## src/pkg/maces_map.svh

```systemverilog
// register offsets, field positions, reset values and counts of the mac error/address bank
`ifndef MACES_MAP_SVH
`define MACES_MAP_SVH
`define MACES_ADDR_W 12
`define MACES_OFF_SEED 12'h110
`define MACES_OFF_ERR 12'h114
`define MACES_OFF_ADDRH 12'h118
`define MACES_OFF_ADDRL 12'h11c
`define MACES_SEED_RESET 16'h9876
`define MACES_ADDRH_RESET 16'hffff
`define MACES_ADDRL_RESET 32'hffffffff
`define MACES_ERR_LSB 2
`define MACES_ERR_MSB 9
`define MACES_BIT_UNDERRUN 0
`define MACES_BIT_ALIGN 1
`define MACES_BIT_COLLIDE 2
`define MACES_BIT_WDOG 3
`define MACES_BIT_RUNT 4
`define MACES_BIT_LONG 5
`define MACES_BIT_CRC 6
`define MACES_BIT_PHYERR 7
`define MACES_WDOG_BYTES 14'd11264
`endif

```

## src/pkg/maces_pkg.sv

```systemverilog
// types shared by the mac error status and station address bank
`default_nettype none
package maces_pkg;
  typedef struct packed {
    logic frame_active;
    logic byte_valid;
    logic phy_receive_fault;
    logic checksum_bad;
    logic oversize;
    logic undersize;
    logic alignment_fault;
  } maces_rx_event_t;
  typedef struct packed {
    logic collision_limit;
    logic underrun;
  } maces_tx_event_t;
  typedef struct packed {
    logic load;
    logic present;
    logic [47:0] address;
  } maces_image_t;
  typedef struct packed {
    logic [15:0] seed;
    logic [15:0] lfsr;
    logic [7:0] flags;
    logic [15:0] addr_high;
    logic [31:0] addr_low;
    logic [15:0] image_high;
    logic [31:0] image_low;
    logic image_loaded;
    logic [13:0] byte_count;
    logic truncate;
    logic match;
    logic [31:0] read_data;
  } maces_state_t;
endpackage
`default_nettype wire

```

## src/logic/maces_regs.sv

```systemverilog
// mac back-off seed, sticky error flags and station address register bank
// Operation
// 16-bit seed, reset 9876h, loads the back-off random shift register
// phy receive error during a frame sets error bit 9
// received frame with bad checksum sets error bit 8
// frame over the maximum size sets error bit 7
// runt or short frame sets error bit 6
// frames over 11,264 bytes are truncated and set error bit 5
// abort after sixteen collisions sets error bit 4
// alignment error on a received frame sets error bit 3
// transmit underrun sets error bit 2
// error flags stay set until software clears them; reserved bits read zero
// address high bits 15:0 hold 47:32, low register holds 31:0
// octets in reception order: low 7:0 first, high 15:8 sixth
// stored address compared for destination match, wake and pause detection
// stored address is the source address of transmitted pause frames
// stored address takes no part in general receive filtering
// address starts from eeprom, else otp, else all ones
// usb reset restores low word from image, else all ones
// usb reset restores high field from image, else keeps it
// shift register advances each clock and reloads on seed write
//
// The implementer's own choice: strobed register access.
`timescale 1ns/10ps
`default_nettype none
`include "maces_map.svh"

module maces_regs
  import maces_pkg::*;
(
  // clock, reset, enable
  input wire logic clock,
  input wire logic reset,
  input wire logic clock_enable,
  // register port
  input wire logic [`MACES_ADDR_W-1:0] reg_address,
  input wire logic [31:0] reg_write_data,
  input wire logic reg_write,
  input wire logic reg_read,
  output logic [31:0] reg_read_data,
  // mac datapath events
  input wire maces_rx_event_t rx_event,
  input wire maces_tx_event_t tx_event,
  output logic rx_truncate,
  // destination compare
  input wire logic rx_dest_valid,
  input wire logic [47:0] rx_dest_address,
  output logic station_match,
  // address users and back-off
  output logic [47:0] station_address,
  output logic [15:0] backoff_random,
  // configuration image and usb reset
  input wire maces_image_t image,
  input wire logic usb_reset
);

  // ==========================================================
  // helpers
  function automatic logic hit(input logic [`MACES_ADDR_W-1:0] a,
                               input logic [`MACES_ADDR_W-1:0] off);
    hit = (a == off);
  endfunction

  function automatic logic [15:0] lfsr_step(input logic [15:0] v);
    logic fb;
    fb = v[15] ^ v[13] ^ v[12] ^ v[10];
    // an all-zero seed would lock the generator, so force a one in
    lfsr_step = {v[14:0], fb | (v == 16'h0000)};
  endfunction

  // ==========================================================
  // state
  maces_state_t state;
  maces_state_t next_state;
  logic [7:0] set_flags;
  logic [7:0] clear_flags;
  logic seed_write;
  logic wdog_hit;

  always_comb begin
    set_flags = 8'h00;
    set_flags[`MACES_BIT_PHYERR] = rx_event.frame_active
                                   & rx_event.phy_receive_fault;
    set_flags[`MACES_BIT_CRC] = rx_event.checksum_bad;
    set_flags[`MACES_BIT_LONG] = rx_event.oversize;
    set_flags[`MACES_BIT_RUNT] = rx_event.undersize;
    set_flags[`MACES_BIT_WDOG] = wdog_hit;
    set_flags[`MACES_BIT_COLLIDE] = tx_event.collision_limit;
    set_flags[`MACES_BIT_ALIGN] = rx_event.alignment_fault;
    set_flags[`MACES_BIT_UNDERRUN] = tx_event.underrun;
  end

  assign seed_write = reg_write & hit(reg_address, `MACES_OFF_SEED);
  // the byte past the limit is the one that gets cut
  assign wdog_hit = rx_event.frame_active & rx_event.byte_valid & ~state.truncate
                    & (state.byte_count == `MACES_WDOG_BYTES);

  always_comb begin
    clear_flags = 8'h00;
    if (reg_write && hit(reg_address, `MACES_OFF_ERR)) begin
      clear_flags = reg_write_data[`MACES_ERR_MSB:`MACES_ERR_LSB];
    end
  end

  // ==========================================================
  // next state
  always_comb begin
    next_state = state;
    if (clock_enable) begin
      // seed and generator
      if (seed_write) begin
        next_state.seed = reg_write_data[15:0];
        next_state.lfsr = reg_write_data[15:0];
      end else begin
        next_state.lfsr = lfsr_step(state.lfsr);
      end

      // set wins over a clear in the same cycle
      next_state.flags = (state.flags & ~clear_flags) | set_flags;

      // receive watchdog
      if (!rx_event.frame_active) begin
        next_state.byte_count = 14'd0;
        next_state.truncate = 1'b0;
      end else if (wdog_hit) begin
        next_state.truncate = 1'b1;
      end else if (rx_event.byte_valid && !state.truncate) begin
        next_state.byte_count = state.byte_count + 14'd1;
      end

      // image capture
      if (image.load) begin
        next_state.image_loaded = image.present;
        if (image.present) begin
          next_state.image_high = image.address[47:32];
          next_state.image_low = image.address[31:0];
          next_state.addr_high = image.address[47:32];
          next_state.addr_low = image.address[31:0];
        end else begin
          next_state.addr_high = `MACES_ADDRH_RESET;
          next_state.addr_low = `MACES_ADDRL_RESET;
        end
      end else if (usb_reset) begin
        if (state.image_loaded) begin
          next_state.addr_low = state.image_low;
          next_state.addr_high = state.image_high;
        end else begin
          next_state.addr_low = `MACES_ADDRL_RESET;
        end
      end else if (reg_write) begin
        if (hit(reg_address, `MACES_OFF_ADDRH)) begin
          next_state.addr_high = reg_write_data[15:0];
        end
        if (hit(reg_address, `MACES_OFF_ADDRL)) begin
          next_state.addr_low = reg_write_data;
        end
      end

      // destination compare, octet one in bits 7:0
      next_state.match = rx_dest_valid
        & (rx_dest_address == {state.addr_high, state.addr_low}); // see

      // read data for one cycle only
      next_state.read_data = 32'h00000000;
      if (reg_read) begin
        if (hit(reg_address, `MACES_OFF_SEED)) begin
          next_state.read_data = {16'h0000, state.seed};
        end else if (hit(reg_address, `MACES_OFF_ERR)) begin
          next_state.read_data = {22'h000000, state.flags, 2'b00};
        end else if (hit(reg_address, `MACES_OFF_ADDRH)) begin
          next_state.read_data = {16'h0000, state.addr_high};
        end else if (hit(reg_address, `MACES_OFF_ADDRL)) begin
          next_state.read_data = state.addr_low;
        end
      end
    end
  end

  // ==========================================================
  // registers
  always_ff @(posedge clock) begin
    if (reset) begin
      state <= '0;
      state.seed <= `MACES_SEED_RESET;
      state.lfsr <= `MACES_SEED_RESET;
      state.addr_high <= `MACES_ADDRH_RESET;
      state.addr_low <= `MACES_ADDRL_RESET;
    end else begin
      state <= next_state;
    end
  end

  // ==========================================================
  // outputs
  assign reg_read_data = state.read_data;
  assign rx_truncate = state.truncate;
  assign station_match = state.match;
  // filtering logic gets no copy of the address; only wake and pause users do
  assign station_address = {state.addr_high, state.addr_low}; // see
  assign backoff_random = state.lfsr;
endmodule

`default_nettype wire

```

## config.mk

```make
export PLATFORM = sky130hd
export DESIGN_NAME = maces_regs
export DESIGN_NICKNAME = d
export VERILOG_FILES = /design/src/pkg/maces_pkg.sv /design/src/logic/maces_regs.sv
export VERILOG_INCLUDE_DIRS = /design/src /design/src/pkg
export SDC_FILE = /design/constraint.sdc
export NUM_CORES = 1
export LEC_CHECK = 0
export ABC_AREA = 1
export ABC_CLOCK_PERIOD_IN_PS = 3200
export BUFFER_PORTS_ARGS = -buffer_cell sky130_fd_sc_hd__buf_2
export CAP_MARGIN = 5
export CORE_AREA = 2 2 166 119
export CTS_CLUSTER_DIAMETER = 60
export DETAILED_ROUTE_END_ITERATION = 8
export DIE_AREA = 0 0 168 121
export GPL_TIMING_DRIVEN = 1
export PLACE_DENSITY = 0.93
export SYNTH_ARGS = -nofsm -noshare
export SYNTH_HDL_FRONTEND = slang
export SYNTH_SLANG_ARGS = --single-unit
```

## constraint.sdc

```tcl
create_clock -name clock -period 3.2 [get_ports clock]
set_input_delay 0.32 -clock clock [delete_from_list [all_inputs] [get_ports clock]]
set_output_delay 0.32 -clock clock [all_outputs]
set_load 0.03 [all_outputs]
```

Word-level counts from Yosys, hierarchy flattened
Index checks and enable logic that the tools add are counted.
- logic and storage cells: 70
- output and inout bits: 98
- flip-flop bits (word level): 185
- eq/ne operators: 10
- bitwise operators: 14
- reductions and logical operators: 14
- muxes and demuxes: 19
- $add $sub $neg: 1
- operators with widths (operator ; number):
    $mux 32 ; 7
    $mux 48 ; 4
    $eq 12x9->1 const B ; 4
    $eq 48x48->1 ; 1
    $mux 16 ; 3
    $mux 14 ; 2
    $logic_not 16->1 ; 1
    $mux 15 ; 1
    $add 14x1->14 const B ; 1
    $eq 14x14->1 const B ; 1
    $reduce_and 3->1 ; 3
    $reduce_bool 3->1 ; 3
    $and 8x8->8 ; 1
    $mux 8 ; 1
    $not 8->8 ; 1
    $or 8x8->8 ; 1
    $and 1x1->1 ; 6
    $reduce_and 2->1 ; 3
    $ne 2x1->1 const B ; 2
    $reduce_and 4->1 ; 1
    $ne 3x2->1 const B ; 1
    $xor 1x1->1 ; 3
    $logic_and 1x1->1 ; 2
    $ne 2x2->1 const B ; 1
    4 further kinds ; 4

Logic depth before layout (Yosys ltp)
Gate-level depths: netlist of the first run.
- word-level depth: 6
- gate-level depth with buffers: 12

Worst setup path before layout of the first run
OpenSTA, ideal clock, no wires.
- path type: input to register
- start point: in reg_address[0]
- end point: reg state[176] in the netlist's numbering
- data arrival time: 1.460 ns
- path buffers: 2
- slack: 1.608 ns
- setup time: 0.132 ns
- stages: 10
- path through: inv_1 -> nand2_2 -> nor3_1 -> buf_4 -> nand2_1 -> nor2_1 -> nand3_2 -> buf_2 -> nand2_1 -> a21oi_1
- cells in the longest elaborated chain, start to end: 3
- ends and longest elaborated chain (element ; line ; RTL):
    start, declared ; maces_regs.sv:36 ; input wire logic [`MACES_ADDR_W-1:0] reg_address,
    $eq 12x9->1 ; maces_regs.sv:61 ; hit = (a == off);
    $and 1x1->1 ; maces_regs.sv:93 ; assign seed_write = reg_write & hit(reg_address, `MACES_OFF_SEED);
    $reduce_and 2->1 (no line) ; -- ;
    end signal, assigned ; maces_regs.sv:189 ; state <= next_state;
    end, declared ; maces_regs.sv:73 ; maces_state_t state;
Every way passes these cells.
A chain may end at the register's enable or synchronous reset.

Worst setup path in the final report of the first run
- start point: reg state[48] in the netlist's numbering
- end point: reg state (netlist bit station_address[34])
- cells in the longest elaborated chain, start to end: 2
- ends and longest elaborated chain (element):
    $ne 3x2->1 (no line)
    $reduce_and 4->1 (no line)
Every way passes these cells.

==> results of run 1 <==
==> final timing paths <==
check                    from                  end
hold reg to reg     state[69]            state[69]
setup reg to reg    state[48]  station_address[34]
setup / recovery    state[48]  station_address[34]
hold / removal    tx_event[0]           state[145]
==> tightest hold or removal path, cell delays in order <==
cell     delay, ns
buf_2         0.09
nand2_1       0.05
a21oi_1       0.06
==> synth_stat cells (all sizes together) <==
cell / n
a21oi: 136
a31oi: 2
buf: 130
clkbuf: 50
clkinv: 2
dfxtp: 185
ha: 2
inv: 170
nand2: 369
nand3: 104
nand3b: 1
nand4: 39
nor2: 102
nor3: 14
o211ai: 61
o21ai: 152
o22ai: 2
xnor2: 7
xor2: 6
==> registers in the layout (all words and copies together) (netlist names) <==
signal	flops
backoff_random	16
reg_read_data	32
rx_truncate	1
state	87
station_address	48
station_match	1
==> cell families (layout without fill, tap and decap cells) <==
kind of cell	Yosys count	count (layout)
simple gates	629	629
compound gates	353	353
buf+inv	352	474
flops	185	185
xor+xnor	13	13
fa+ha+maj	2	2
other cells	0	4
==> layer usage <==
| metal | share of wire | vias to the layer above | global-route usage |
|---|---|---|---|
| li1 | - | 5148 | - |
| met1 | 0.39 | 5006 | 0.463 |
| met2 | 0.43 | 741 | 0.544 |
| met3 | 0.13 | 111 | 0.101 |
| met4 | 0.041 | 12 | 0.143 |
| met5 | 0.0022 | - | 0 |
==> stage by stage <==
stage	utilization	hold slack, ns	setup WS, ns	cell area, µm²	instances
floorplan	-	0.420	1.61	10200	1534
global placement	0.581	0.427	0.826	10800	1868
detailed placement	0.581	0.433	0.752	10800	1868
CTS	0.611	0.130	0.932	11400	1898
global route	0.611	0.149	0.680	11400	1900
finish	0.611	0.135	0.861	11400	1902
==> final cells by class <==
cell class | instances | area (µm²)
inverter | 172 | 646
timing repair buffer | 272 | 1450
sequential | 185 | 3700
fill | 1711 | 7250
antenna | 4 | 10.0
tap | 242 | 303
clock buffer | 21 | 470
clock inverter | 9 | 88.8
multi-input combinational | 997 | 4730
==> where the power goes <==
| part | internal, µW | switching [µW] | leakage, µW |
|---|---|---|---|
| Sequential | 2410 | 124 | 0.00151 |
| Combinational | 286 | 628 | 0.00348 |
| Clock | 1130 | 952 | 0.000268 |
==> results.txt, run 1 <==
Buffers on Ports - 255
Worst clock skew - 0.00930 ns
Worst setup SP type - flop
Global-route wire length before repair - 54,800 µm
Yosys top cell area share - 0.364
Highest Clock Rate - 0.428 GHz
Compound-gate portion of the synthesized area - 0.190
Later-pin clock latency in the skew report - 0.44 ns
Root buf cell - clkbuf_16
Min Clock Period, post-route - 2.34 ns
Outcome - finished, final reports clean
Final WL - 36,000 µm
CTS Hold Bufs - 0
Total grt overflow - 0
CP top delay family - buffers and inverters
RSZ-0062 raised after global routing - false
Simple-gate share of the synthesized area - 0.260
First-pass DRT Iterations - 6
Final layout net count - 1,805
Layout area overhead - 11.9%
Reg2reg setup slack - 0.86 ns
Via density - 5.79
H-tree Lvls - 4
Post-cts resize count - 0
CP required - 3.56 ns
Peak VDD IR - 0.296 mV
Power Total - 5530 µW
Vias in the first global route - 9,950
Antenna violations before repair - 11
Via count - 11.0k
Drt drc - 0
Ports - 256
Setup TNS - 0 ns
WP depth - 6
Hold depth - 3
Count of pins over their slew limit - 0
CP cell instances - inv_1 > a21oi_1 > nand2_1 > inv_1 > nand2_1 > o211ai_1
Tot GR Track Use - 0.351
Layout cells sized above 1 - 0.191
Warnings, synthesis - 0
Worst-margin pin slew - 0.852 ns
Xor-xnor portion of the synthesized cell area - 0.0112
Core Rows - 42
Post-DRT Antenna Nets - 0
Starting Density - 0.546
Crit Path Max Fanout - 26
Final setup vio count - 0
PD cells - 485 nW/µm²
Gate Count Post-Synth - 1,534
Setup bufs post-CTS - 0
Cell taking the most area after synthesis - dfxtp_1
Slew Limit Headroom - 0.432
Multiplexer area fraction after synthesis - 0
Routed wire length per instance - 18.9 µm
CTS tree - done
Leakage - 0.00526 µW
Hold Fails Final Rpt - 0
Final Cycle Share - 0.731
Largest cells by area after synthesis - dfxtp_1 (36%), nand2_1 (14%), buf_4 (7.6%)
Largest family of logic cells by synthesized area - simple AND/OR/NAND/NOR gates
#FFs+latches synth - 185
Setup crit end kind - flop
Dpl hpwl - 26,900 µm
CTS Sinks - 185
Reg2reg path depth - 6
Register area share after synthesis - 0.364
Most frequent cells in the layout - nand2_1 (367), buf_2 (255), dfxtp_1 (185), inv_1 (165), o21ai_0 (149)
Crit-path max cell delay - 0.51 ns
Total CTS buffers - 17
HP Class - in2reg
Slowest CP cell - dfxtp_1
Syn avg cell area - 6.64 µm²
CP arrival - 2.70 ns
Adder-Cell Fraction of Synth Area - 0.00246
Distinct cells, synth - 30
Initial DRC Count - 1,590
Clock Path Buffers - 2
Commonest non-fill, non-tap cell in the layout - nand2_1
DIE HEIGHT - 121 µm
Synthesized net count - 1,694
Placer congestion estimate - 0.966
Core area - 18,700 µm²
Worst Setup Path Type - reg2reg
Clk slew on worst S/H paths - 0.07 ns
Max-cap viol count - 0
Pin count of the biggest net entering global routing - 77
Die Footprint - 20,300 µm²
Chip Width - 168 µm
Mapped Area - 10,200 µm²
Number of buffers and inverters on the critical path - 2
No activity file was read; power rests on OpenSTA's default activity.
==> run 2, diff against run 1 <==
Settings changed: ABC_CLOCK_PERIOD_IN_PS 3200 to 2100, CORE_AREA 2 2 166 119 to 2 2 176 126, DIE_AREA 0 0 168 121 to 0 0 178 128, PLACE_DENSITY 0.93 to 0.88.
Clock period 3.2 ns to 2.1 ns, I/O delays scaled along.
==> run 2 against run 1 <==
  * First-iteration DRC count shrank 15%
  * Routed wire length is 3.9% higher
  * Combinational power rose by 60%
  * Clock skew barely moved
  * Largest cell class unchanged
==> results.txt, run 2 (same netlist as run 1, synthesis figures left out) <==
Core Rows - 45
Post-DRT Antenna Nets - 0
Die Footprint - 22,800 µm²
Min Clock Period, post-route - 1.73 ns
Slowest CP cell - dfxtp_1
H-tree Lvls - 4
Max-cap viol count - 0
Leakage - 0.00534 µW
DIE HEIGHT - 128 µm
RSZ-0062 raised after global routing - false
PD cells - 725 nW/µm²
Clk slew on worst S/H paths - 0.07 ns
Pin count of the biggest net entering global routing - 100
Setup bufs post-CTS - 0
Via density - 5.63
Util after Layout - 0.545
Dpl hpwl - 28,200 µm
CP top delay family - simple AND/OR/NAND/NOR gates
CTS Hold Bufs - 0
Worst setup SP type - flop
CP cell instances - inv_1 > ha_1 > nand3_1 > nor2_1 > nand2_1 > nand2_1 > inv_1 > nor2_1 > nor2_1 > nor2_1
Slew Limit Headroom - 0.648
Antenna violations before repair - 12
Worst-margin pin slew - 0.526 ns
Layout area overhead - 13.6%
Outcome - finished, final reports clean
Chip Width - 178 µm
First-pass DRT Iterations - 7
Crit Path Max Fanout - 11
Core area - 21,200 µm²
Placer congestion estimate - 1.01
Root buf cell - clkbuf_16
Setup WS post-layout - 0.366 ns
Final layout net count - 1,821
Final instance area - 11,600 µm²
Count of pins over their slew limit - 0
Setup TNS - 0 ns
Hold Fails Final Rpt - 0
Commonest non-fill, non-tap cell in the layout - nand2_1
CTS tree - done
Initial DRC Count - 1,351
Total CTS buffers - 17
Vias in the first global route - 9,826
Global-route wire length before repair - 55,500 µm
Ports - 256
Number of buffers and inverters on the critical path - 2
Starting Density - 0.480
Later-pin clock latency in the skew report - 0.44 ns
Cell repeated most along the worst path - nor2_1
Routed wire length per instance - 19.0 µm
Via count - 11.0k
Total grt overflow - 0
Drt drc - 0
Post-cts resize count - 0
CP required - 2.43 ns
HP Class - in2reg
Final WL - 37,300 µm
Clock Path Buffers - 2
CP arrival - 2.06 ns
Number of flip-flops in the largest register - 87
CTS Sinks - 185
Highest Clock Rate - 0.577 GHz
Worst slack, placed - 0.0744 ns
Placement Cell Area - 11,000 µm²
Final setup vio count - 0
Worst Setup Path Type - reg2reg
Peak VDD IR - 0.668 mV
Buffers on Ports - 255
Setup crit end kind - flop
Most flops, register - state
Final Cycle Share - 0.825
Most frequent cells in the layout - nand2_1 (367), buf_2 (255), dfxtp_1 (185), inv_1 (165), o21ai_0 (149)
Worst clock skew - 0.00974 ns
Crit-path max cell delay - 0.46 ns
Tot GR Track Use - 0.322
Layout cells sized above 1 - 0.198
[run 2: cell count changes in the layout (fill, tap and decap cells not counted), sizes merged]
cell      before  now
clkbuf        21   20
clkinvlp       3    2
buf          272  288
diode          4    6
inv          173  172
clkinv         4    8
[run 2: where the power goes]
group	internal [µW]	total, µW	switching, µW
registers	3670	3840	172
logic	464	1460	993
clock network	1630	3090	1460
total	5760	8380	2620
[run 2: routing by layer]
metal / track usage / part of all wire / vias up
met4: 0.155 / 0.047 / 14
met2: 0.470 / 0.41 / 700
met5: 0 / 0.0025 / -
met3: 0.101 / 0.13 / 128
met1: 0.430 / 0.41 / 5018
li1: - / - / 5176
[run 2: worst paths after layout]
path          startpoint         end  slack (ns)  cells past startpoint
max reg2reg    state[34]   state[43]        0.37                     10
max            state[34]   state[43]        0.37                     10
min reg2reg    state[65]   state[65]        0.44                      2
min          rx_event[0]  state[146]        0.02                      3
[run 2: worst min-delay path: stages]
cell and delay [ns]:
buf_2 0.09, nand2_1 0.05, a21oi_1 0.06
[run 2: area by class of cell]
cell class	count	area, µm²
Antenna cell	6	15.0
Clock buffer	20	437
Clock inverter	11	100
Fill cell	2062	9660
Inverter	172	646
Multi-Input combinational cell	997	4730
Sequential cell	185	3700
Tap cell	282	353
Timing Repair Buffer	288	1590
[run 2: stage by stage]
step	hold slack, ns	total power (µW)	instances
finish	0.0236	8380	1961
global route	0.0373	8650	1958
floorplan	0.347	4830	1534
detailed placement	0.432	5330	1924
CTS	0.0127	8360	1955
global placement	0.428	5310	1924
==> run 3, diff against run 2 <==
Settings changed: ABC_CLOCK_PERIOD_IN_PS 2100 to 1500.
Clock period 2.1 ns to 1.5 ns, I/O delays scaled along.
==> run 3 against run 2 <==
  * The run now ends with negative setup slack left
  * Critical path type unchanged
  * Via count is 4.2% higher
  * Cell count is 5.0% higher
  * Non-clock buffer count is 99 higher
  * Highest routed layer is now met4
  * Power is 44% higher
  * Largest power group unchanged
  * Clock skew is 0.00057 ns lower
  * Count of clock-buffer cells in the layout is 2 lower
==> results.txt, run 3 (same netlist as run 1, synthesis figures left out) <==
Pin count of the biggest net entering global routing - 98
Tot GR Track Use - 0.335
Via density - 5.58
Min Clock Period, post-route - 1.59 ns
HP Class - in2reg
Placement Cell Area - 11,600 µm²
Peak VDD IR - 0.798 mV
Most frequent cells in the layout - nand2_1 (364), buf_2 (255), dfxtp_1 (180), inv_1 (159), o21ai_0 (147)
Crit Path Max Fanout - 6
Worst Setup Path Type - reg2reg
Post-DRT Antenna Nets - 0
Switching Fraction - 0.317
Fillers - 1,958
CTS tree - done
Dpl hpwl - 29,200 µm
Final layout net count - 1,921
Clock Path Buffers - 2
Core area - 21,200 µm²
Commonest non-fill, non-tap cell in the layout - nand2_1
Max-cap viol count - 0
Final instance area - 12,600 µm²
Core Rows - 45
Buffers on Ports - 255
Starting Density - 0.480
Worst slack, placed - -0.0941 ns
PD cells - 963 nW/µm²
Highest Clock Rate - 0.629 GHz
Total CTS buffers - 17
Storage cell area - 3710 µm²
Die Footprint - 22,800 µm²
DIE HEIGHT - 128 µm
CP required - 1.83 ns
Root buf cell - clkbuf_16
Ports - 256
Antenna violations before repair - 6
Slew Limit Headroom - 0.743
Util after Layout - 0.592
Failing checks - negative setup slack
Chip Width - 178 µm
Setup crit end kind - flop
H-tree Lvls - 4
Routed wire length per instance - 18.6 µm
Inst Count DP - 1,995
Setup WS post-layout - -0.0891 ns
RSZ-0062 raised after global routing - true
Via count - 11.5k
CTS Sinks - 185
Vias in the first global route - 10.6k
Outcome - finished, violations left
Setup TNS - -0.440 ns
Sw Pwr - 3840 µW
Leakage - 0.00584 µW
Final setup vio count - 10
Worst clock skew - 0.00917 ns
Later-pin clock latency in the skew report - 0.45 ns
Layout area overhead - 23.4%
Placer congestion estimate - 1.01
Worst-margin pin slew - 0.383 ns
Seq pwr share - 0.440
Count of pins over their slew limit - 0
Combinational Power Share - 0.194
CP arrival - 1.92 ns
Footprint of the multi-input gates - 4810 µm²
Hold Fails Final Rpt - 0
Global-route wire length before repair - 58,200 µm
Worst setup SP type - flop
Final Cycle Share - 1.06
Layout cells sized above 1 - 0.249
Drt drc - 0
Clock network power share - 0.367
Layout Cells excl Fill - 2,060
Final WL - 38,400 µm
Initial DRC Count - 1,429
Clk slew on worst S/H paths - 0.08 ns
P_int - 8260 µW
Total grt overflow - 0
Number of flip-flops in the largest register - 87
First-pass DRT Iterations - 8
Most flops, register - state
Reg2reg setup slack - -0.09 ns
## run 3: changes by cell type in the layout (fill, tap and decap cells not counted), sizes merged
cell         change
clkinv           +2
clkinvlp         +3
dlygate4sd3     +23
inv              -1
buf             +76
clkbuf           -2
diode            -2
## run 3: layout make-up
| cell class | instances | share of cell area |
|---|---|---|
| sequential | 185 | 0.295 |
| timing repair buffer | 387 | 0.197 |
| tap | 282 | 0.0281 |
| antenna | 4 | 0.000796 |
| clock inverter | 14 | 0.00995 |
| inverter | 172 | 0.0516 |
| multi-input combinational | 997 | 0.382 |
| clock buffer | 18 | 0.0341 |
| timing repair inverter | 1 | 0.000597 |
## run 3: path summary, 6_finish.rpt
path                   from        end  cells past startpoint
setup reg to reg  state[36]  state[41]                      9
hold reg to reg   state[80]  state[80]                      2
hold / removal     image[3]  state[52]                      3
setup / recovery  state[36]  state[41]                      9
## run 3: stage by stage
stage	total power (µW)	hold WS, ns
global placement	7580	0.413
CTS	12000	0.00170
detailed placement	7620	0.414
global route	12500	0.0205
floorplan	6760	0.287
finish	12100	0.00256
## run 3: critical path, cell delays in order, from the launching register on
cell	delay (ns)
dfxtp_2	0.33
inv_2	0.08
nand4_1	0.11
nor3_2	0.26
nand2_2	0.10
nand2_4	0.13
clkinvlp_4	0.18
buf_4	0.18
nand2_2	0.05
a21oi_2	0.05
## run 3: repair_timing
item,in CTS,in global routing
endpoints found under the setup margin,11,15
pin swaps,2,12
cloned,1,0
hold buffers,23,0
setup buffers,0,5
resized for setup,8,27
hold endpoints to repair,23,0
## run 3: power by group through the flow
stage	logic (µW)	clock network [µW]	registers [µW]
after global placement	2170	0	5420
after detailed placement	2200	0	5430
after global routing	2520	4610	5340
after floorplan	1400	0	5370
after CTS	2260	4430	5310
final	2340	4440	5320
## run 3: layer usage
metal  global-route usage  up-vias  part of all wire
li1                     -     5383                 -
met1                0.452     5216              0.40
met2                0.503      785              0.43
met3               0.0753      114              0.12
met4                0.170        0             0.048
met5                    0        -                 0
